<file path="config.mk">
export PLATFORM = sky130hd
export DESIGN_NAME = dram_pd_zq
export DESIGN_NICKNAME = d
export VERILOG_FILES = /design/src/design/dram_pd_zq_pkg.sv /design/src/design/zq_engine.sv /design/src/design/dram_pd_zq.sv
export VERILOG_INCLUDE_DIRS = /design/src /design/src/design
export SDC_FILE = /design/constraint.sdc
export NUM_CORES = 1
export LEC_CHECK = 0
export BUFFER_PORTS_ARGS = -buffer_cell sky130_fd_sc_hd__buf_4
export CAP_MARGIN = 20
export CORE_AREA = 2 2 64 66
export DETAILED_ROUTE_END_ITERATION = 10
export DIE_AREA = 0 0 66 68
export PLACE_DENSITY = 0.76
export SETUP_SLACK_MARGIN = 0.15
export SKIP_LAST_GASP = 1
export SYNTH_ARGS = -nofsm -noshare
export SYNTH_HDL_FRONTEND = slang
export SYNTH_SLANG_ARGS = --single-unit
</file>
<file path="constraint.sdc">
create_clock -name ref_clk -period 2.8 [get_ports ref_clk]
set_input_delay 0.14 -clock ref_clk [delete_from_list [all_inputs] [get_ports ref_clk]]
set_output_delay 0.14 -clock ref_clk [all_outputs]
set_load 0.01 [all_outputs]
</file>
<file path="src/design/dram_pd_zq_map.svh">
// timing constants and encodings for the power-down and calibration block
// assumes a 50 MHz command clock (20 ns period)
`ifndef DRAM_PD_ZQ_MAP_SVH
`define DRAM_PD_ZQ_MAP_SVH
`define CLK_PERIOD_NS 20
// calibration windows in clock cycles
`define ZQ_INIT_CYC 12'd512
`define ZQ_OPER_CYC 12'd256
`define ZQ_SHORT_CYC 12'd64
// command encodings {cs_n, ras_n, cas_n, we_n}
`define CMD_NOP 4'h7
`define CMD_ACT 4'h3
`define CMD_PRE 4'h2
`define CMD_ZQ 4'h6
`define CMD_MRS 4'h0
// mode register zero write recovery field
`define MR0_WR_LSB 9
`define MR0_WR_W 3
`define NUM_BANKS 8
`define ZQ_LONG_BIT 10
`endif

</file>
<file path="src/design/dram_pd_zq_pkg.sv">
// types shared by the power-down and calibration block
// assumes dram_pd_zq_map.svh supplies the numeric constants
package dram_pd_zq_pkg;
    typedef enum logic [3:0] {
        CAL_IDLE = 4'b0001,
        CAL_RUN = 4'b0010,
        CAL_XFER = 4'b0100,
        CAL_DONE = 4'b1000
    } cal_state_e;
    typedef logic [11:0] cal_count_t;
endpackage

</file>
<file path="src/design/zq_engine.sv">
// calibration engine: counts a window and transfers results to io
// assumes start pulses arrive only while idle
`timescale 1ns/1ps
`include "dram_pd_zq_map.svh"
module zq_engine import dram_pd_zq_pkg::*; (
    input wire logic ref_clk,
    input wire logic rst,
    input wire logic clkEn,
    input wire logic start,
    input wire logic isLong,
    output logic busy,
    output logic xferPulse,
    output logic currentOn
);
    cal_state_e state;
    cal_state_e next_state;
    cal_count_t count;
    cal_count_t next_count;
    logic firstLong;
    logic next_firstLong;

    always_comb begin
        next_state = state;
        next_count = count;
        next_firstLong = firstLong;
        unique case (state)
            CAL_IDLE: begin
                if (start) begin
                    next_state = CAL_RUN;
                    // first long run after reset gets the longer window
                    // short by four: transfer, done and the output flop must still fit inside the window
                    if (isLong) begin
                        next_count = firstLong ? `ZQ_INIT_CYC - 12'd4 : `ZQ_OPER_CYC - 12'd4;
                        next_firstLong = 1'b0;
                    end else begin
                        next_count = `ZQ_SHORT_CYC - 12'd4;
                    end
                end
            end
            CAL_RUN: begin
                if (count == 12'h000) begin
                    next_state = CAL_XFER;
                end else begin
                    next_count = count - 12'd1;
                end
            end
            CAL_XFER: next_state = CAL_DONE;
            CAL_DONE: next_state = CAL_IDLE;
            default: next_state = CAL_IDLE;
        endcase
    end

    always_ff @(posedge ref_clk) begin
        if (rst) begin
            state <= CAL_IDLE;
            count <= 12'h000;
            firstLong <= 1'b1;
        end else if (clkEn) begin
            state <= next_state;
            count <= next_count;
            firstLong <= next_firstLong;
        end
    end

    assign busy = (state != CAL_IDLE);
    assign xferPulse = (state == CAL_XFER);
    // reference current path only while measuring
    assign currentOn = (state == CAL_RUN);
endmodule

</file>
<file path="src/design/dram_pd_zq.sv">
// What this block does
// - long calibration updates driver and termination
// - first long gets init window, later operating
// - short calibration finishes within its window
// - calibration current switched off once done
// - no self-started recalibration after self-refresh
// - data drivers high impedance during calibration
// - write recovery taken from mode register zero
// - cke low/high with nop enters/exits power-down, no entry while calibrating
// - closed banks precharge mode, else active mode
//
// device-side power-down tracking and calibration control
// assumes the controller keeps its own timing obligations
`timescale 1ns/1ps
`include "dram_pd_zq_map.svh"
module dram_pd_zq import dram_pd_zq_pkg::*; (
    input wire logic ref_clk,
    input wire logic rst,
    input wire logic clkEn,
    input wire logic cke,
    input wire logic [3:0] cmd,
    input wire logic [2:0] bankAddr,
    input wire logic [15:0] addr,
    input wire logic odt,
    output logic powerDown,
    output logic activePd,
    output logic prechargePd,
    output logic calBusy,
    output logic ioUpdate,
    output logic zqCurrentOn,
    output logic dqOe_n,
    output logic [2:0] writeRecovery,
    output logic [7:0] bankOpen
);
    logic ckePrev;
    logic next_ckePrev;
    logic [7:0] next_bankOpen;
    logic next_powerDown;
    logic next_activePd;
    logic next_prechargePd;
    logic [2:0] next_writeRecovery;
    logic engBusy;
    logic engXfer;
    logic engCur;
    logic calStart;

    // ----------------------------------------
    // command decode
    // ----------------------------------------
    function automatic logic isNop(input logic [3:0] c);
        isNop = (c == `CMD_NOP) || c[3];
    endfunction

    // only accepted when idle with cke steady high
    assign calStart = ckePrev && cke && (cmd == `CMD_ZQ) && !engBusy && !powerDown;

    // ----------------------------------------
    // bank and power-down state
    // ----------------------------------------
    always_comb begin
        next_ckePrev = cke;
        next_bankOpen = bankOpen;
        next_powerDown = powerDown;
        next_activePd = activePd;
        next_prechargePd = prechargePd;
        next_writeRecovery = writeRecovery;
        if (ckePrev && !isNop(cmd)) begin
            if (cmd == `CMD_ACT) begin
                next_bankOpen[bankAddr] = 1'b1;
            end else if (cmd == `CMD_PRE) begin
                if (addr[`ZQ_LONG_BIT]) begin
                    next_bankOpen = 8'h00;
                end else begin
                    next_bankOpen[bankAddr] = 1'b0;
                end
            end else if (cmd == `CMD_MRS && bankAddr == 3'h0) begin
                // write recovery held from mode register zero
                next_writeRecovery = addr[`MR0_WR_LSB +: `MR0_WR_W];
            end
        end
        // entry on cke falling with nop while the engine is idle, exit on rising with nop
        if (ckePrev && !cke && isNop(cmd) && !engBusy) begin
            next_powerDown = 1'b1;
            // mode chosen from bank state after entry command
            next_activePd = (next_bankOpen != 8'h00);
            next_prechargePd = (next_bankOpen == 8'h00);
        end else if (!ckePrev && cke && isNop(cmd)) begin
            next_powerDown = 1'b0;
            next_activePd = 1'b0;
            next_prechargePd = 1'b0;
        end
    end

    always_ff @(posedge ref_clk) begin
        if (rst) begin
            ckePrev <= 1'b0;
            bankOpen <= 8'h00;
            powerDown <= 1'b0;
            activePd <= 1'b0;
            prechargePd <= 1'b0;
            writeRecovery <= 3'h0;
        end else if (clkEn) begin
            ckePrev <= next_ckePrev;
            bankOpen <= next_bankOpen;
            powerDown <= next_powerDown;
            activePd <= next_activePd;
            prechargePd <= next_prechargePd;
            writeRecovery <= next_writeRecovery;
        end
    end

    // ----------------------------------------
    // calibration
    // ----------------------------------------
    // engine starts only on an explicit command, never on self-refresh exit
    zq_engine engine (
        .ref_clk(ref_clk),
        .rst(rst),
        .clkEn(clkEn),
        .start(calStart),
        .isLong(addr[`ZQ_LONG_BIT]),
        .busy(engBusy),
        .xferPulse(engXfer),
        .currentOn(engCur)
    );

    logic next_calBusy;
    logic next_ioUpdate;
    logic next_zqCurrentOn;
    logic next_dqOe_n;

    always_comb begin
        next_calBusy = engBusy || calStart;
        next_ioUpdate = engXfer;
        next_zqCurrentOn = engCur || calStart;
        next_dqOe_n = 1'b1;
    end

    always_ff @(posedge ref_clk) begin
        if (rst) begin
            calBusy <= 1'b0;
            ioUpdate <= 1'b0;
            zqCurrentOn <= 1'b0;
            dqOe_n <= 1'b1;
        end else if (clkEn) begin
            calBusy <= next_calBusy;
            ioUpdate <= next_ioUpdate;
            zqCurrentOn <= next_zqCurrentOn;
            dqOe_n <= next_dqOe_n;
        end
    end

    // ----------------------------------------
    // checks
    // ----------------------------------------
    // checker-only memory of a taken long command, re-armed by reset
    logic longSeen;
    logic next_longSeen;

    always_comb begin
        next_longSeen = longSeen || (calStart && addr[`ZQ_LONG_BIT]);
    end

    always_ff @(posedge ref_clk) begin
        if (rst) begin
            longSeen <= 1'b0;
        end else if (clkEn) begin
            longSeen <= next_longSeen;
        end
    end

    // windows run from the taking edge to the edge that samples ioUpdate high
    short_window_a: assert property (@(posedge ref_clk) disable iff (rst)
        (clkEn && calStart && !addr[`ZQ_LONG_BIT]) |-> ##[1:64] (clkEn && ioUpdate))
        else $error("short calibration overran window");
    long_update_a: assert property (@(posedge ref_clk) disable iff (rst)
        (clkEn && calStart && addr[`ZQ_LONG_BIT] && !longSeen) |-> ##[1:512] ioUpdate)
        else $error("first long calibration overran window");
    long_oper_a: assert property (@(posedge ref_clk) disable iff (rst)
        (clkEn && calStart && addr[`ZQ_LONG_BIT] && longSeen) |-> ##[1:256] ioUpdate)
        else $error("long calibration overran operating window");
    xfer_after_run_a: assert property (@(posedge ref_clk) disable iff (rst)
        $rose(ioUpdate) |-> $past(zqCurrentOn, 2))
        else $error("io update without measurement");
    current_off_a: assert property (@(posedge ref_clk) disable iff (rst)
        (!calBusy) |-> !zqCurrentOn)
        else $error("calibration current left on");
    no_self_cal_a: assert property (@(posedge ref_clk) disable iff (rst)
        (clkEn && !engBusy && !calStart) |=> !engBusy)
        else $error("calibration started unprompted");
    pd_entry_a: assert property (@(posedge ref_clk) disable iff (rst)
        (clkEn && ckePrev && !cke && isNop(cmd) && !engBusy) |=> powerDown)
        else $error("power-down entry missed");
    pd_exit_a: assert property (@(posedge ref_clk) disable iff (rst)
        (clkEn && !ckePrev && cke && isNop(cmd)) |=> !powerDown)
        else $error("power-down exit missed");
    pd_mode_a: assert property (@(posedge ref_clk) disable iff (rst)
        powerDown |-> (activePd == (bankOpen != 8'h00)) && (activePd != prechargePd))
        else $error("wrong power-down mode");
    wr_recovery_a: assert property (@(posedge ref_clk) disable iff (rst)
        (clkEn && ckePrev && cmd == `CMD_MRS && bankAddr == 3'h0)
        |=> writeRecovery == $past(addr[11:9]))
        else $error("write recovery not captured");
    dq_release_a: assert property (@(posedge ref_clk) disable iff (rst)
        calBusy |-> dqOe_n)
        else $error("dq driven during calibration");

    long_cov_c: cover property (@(posedge ref_clk) calStart && addr[`ZQ_LONG_BIT]);
    short_cov_c: cover property (@(posedge ref_clk) calStart && !addr[`ZQ_LONG_BIT]);
    act_pd_c: cover property (@(posedge ref_clk) $rose(activePd));
    pre_pd_c: cover property (@(posedge ref_clk) $rose(prechargePd));
    quiet_cal_c: cover property (@(posedge ref_clk) calStart && !odt);
endmodule

</file>
==> flow_metrics.tcl <==
set metrics [dict create \
    critical_path_arrival_ns 2.56 \
    final.setup_skew_ns 0.003945 \
    worst_setup_path_start_kind "flip-flop" \
    fin_hold_ws_ns 0.08807 \
    detailedRoute.firstIterationViolations 96 \
    num_rows 23 \
    cts.path.max_buffers 2 \
    global_route_congestion_overflow_total 0 \
    design.final.nets 299 \
    htree_num_levels 2 \
    finalWorstPathRequiredPeriod_ns 2.386 \
    mean_area_per_synthesized_cell_um2 7.910 \
    synthCells 242 \
    critPathRequiredTime_ns 2.97 \
    hold_path.class "in -> reg" \
    routabilityCongestion 0.8365 \
    wire_per_inst_um 13.57 \
    clock-root-buffer "clkbuf_8" \
    antenna-diode-count 0 \
    top_reg_cell_synth "dfxtp_1" \
    insertion_delay_ns 0.29 \
    max_cap_viol_count 0 \
    placement_cell_area_um2 2167 \
    clk_transition_reported_paths_ns 0.07 \
    placement.io_buffers 30 \
    ys.warnings.count 0 \
    vdd.ir_drop.worst_v 0.0003304 \
    grt_pass1_wl_mm 7.410 \
    layout.cells.most_common "dfxtp_1" \
    yosysUniqueCellTypes 49 \
    ant_nets 0 \
    final_design_utilization_pct 58.40 \
    max_clock_freq_mhz 419.1 \
    finalNonFillerCells 320 \
    asyncSetResetFlopFracSynth_pct 0 \
    period_share_pct 85.22 \
    power-per-cell-area_nw_per_um2 542.7 \
    syn_area_um2 1914 \
    register_area_um2 700.7 \
    pin_count 46 \
    cts_tree "yes" \
    syn_to_final_growth_pct 17.65 \
    fin_tns_setup_ns 0 \
    cts_setup_buffers 0 \
    first_global_vias 1691 \
    drtPass1Iterations 4 \
    cts_buffers 5 \
    postSynthNetCount 272 \
    floorplan.core_area_um2 3856 \
    via_count 1852 \
    synth_edf_count 0 \
    setup.worst_path.class "reg -> reg" \
    placed_cells_incl_taps 312 \
    static_leakage_nw 0.8893 \
    cts.sink_count 35 \
    number_of_failing_hold_endpoints_at_the_final_stage 0 \
    design_power_total_mw 1.222 \
    max_slew_margin_pct 42.39 \
    detailedPlace.worstSlack_ns 0.4324 \
    grt_max_degree 34 \
    worst_slew_pin_slew_ns 0.8521 \
    multiInputGateArea_um2 1137 \
    critical_path.endpoint_type "flip-flop" \
    crit_fanout 9 \
    hpwlAfterDp_mm 3.127 \
    drv_slew 0 \
    initial_utilization_pct 49.64 \
    post_route_cells_drive_above_1_share_pct 17.04 \
    routed_wirelength_mm 4.341 \
    flip_flop_and_latch_count_after_synthesis 35 \
    drt-vias-per-instance 5.788 \
    final.setup.worst_slack_ns 0.4138 \
    die_width_um 66 \
    synth.yosys.seq_area_share_pct 36.60 \
    number_of_inserted_filler_cells_in_the_final_layout 378 \
    post-route-drc-count 0 \
    cts_resized 0 \
    grt_usage_pct 21.15 \
    hold_bufs_at_cts 0 \
    die-height_um 68 \
    layout.cells.most_common_list "dfxtp_1 (35), nor2_1 (34), buf_4 (32)" \
    finalSetupViolCount 0 \
    post-route-cell-area_um2 2252 \
    rsz0062_at_grt "no" \
    design.die.area_um2 4488 \
    run_status "complete, no violations" \
    antenna_found_initial 0 \
]
==> synth_stat cells, types with 2 or more instances <==
library cell | n | area [µm²]
a21o_1 | 3 | 22.52
a21oi_1 | 23 | 115.1
or4_1 | 3 | 22.52
nor2b_1 | 6 | 37.54
nor3_1 | 8 | 40.04
mux2i_1 | 5 | 50.05
a41o_1 | 2 | 20.02
o31ai_1 | 2 | 15.01
nor3b_1 | 2 | 15.01
a31oi_1 | 3 | 18.77
ha_1 | 2 | 25.02
xnor2_1 | 4 | 35.03
nand2_1 | 19 | 71.32
dfxtp_1 | 35 | 700.7
clkbuf_1 | 8 | 30.03
and4b_1 | 2 | 20.02
inv_1 | 6 | 22.52
nor4_1 | 5 | 31.28
or3_1 | 2 | 12.51
nand3_1 | 4 | 20.02
o22ai_1 | 2 | 12.51
o21ai_0 | 12 | 60.06
buf_1 | 2 | 7.510
a211oi_1 | 8 | 60.06
nor4b_1 | 3 | 26.28
nand4b_1 | 2 | 17.52
xor2_1 | 2 | 17.52
nand2b_1 | 6 | 37.54
nand4_1 | 5 | 31.28
nor2_1 | 34 | 127.6
a22oi_1 | 3 | 22.52
or2_2 | 2 | 12.51
==> worst max-delay path: stages (launching register included) <==
cell and delay, ns:
dfxtp_1 0.47, or4b_1 0.65, a41o_1 0.33, a21o_1 0.19, or4_1 0.40, a22oi_1 0.17
nor2_1 0.05
==> final timing paths <==
path | from | to | slack (ns) | cells past startpoint
min reg2reg | prechargePd | prechargePd | 0.47 | 2
max | engine.state[1] | engine.count[5] | 0.41 | 6
max reg2reg | engine.state[1] | engine.count[5] | 0.41 | 6
min | addr[11] | writeRecovery[2] | 0.09 | 3
==> state kept, by name (all words and copies together), names as in the netlist <==
signal,flops
prechargePd,1
bankOpen,8
powerDown,1
engine.count,12
ioUpdate,1
ckePrev,1
activePd,1
zqCurrentOn,1
engine.firstLong,1
calBusy,1
engine.state,4
writeRecovery,3
==> final cells by class <==
type | count | area share, %
Clock buffer | 6 | 3.222
Sequential cell | 35 | 31.11
Tap cell | 50 | 2.778
Multi-Input combinational cell | 188 | 50.50
Timing Repair Buffer | 32 | 10.67
Clock inverter | 2 | 0.5556
Inverter | 7 | 1.167
==> power breakdown <==
part           switching (mW)  internal [mW]  leakage [nW]
combinational           0.147          0.143         0.564
clock                   0.184          0.174        0.0412
sequential             0.0441          0.531         0.284
==> layer usage <==
layer	global-route usage (%)	part of all wire [%]
met1	26.59	48
met2	35.98	46
met3	5.263	5.1
met4	6.378	1.1
met5	0	0
==> cells by family after synthesis <==
logic type | Yosys count | synth area share, %
AND/OR/NAND/NOR | 109 | 31.11
AO/OA/AOI/OAI | 64 | 20.85
flip-flops | 35 | 36.60
buffers and inverters | 19 | 3.987
XOR/XNOR | 6 | 2.745
multiplexers | 6 | 3.203
adder cells (fa/ha/maj) | 2 | 1.307
other | 1 | 0.1959
Note: power is estimated with default switching activity, not from simulation.
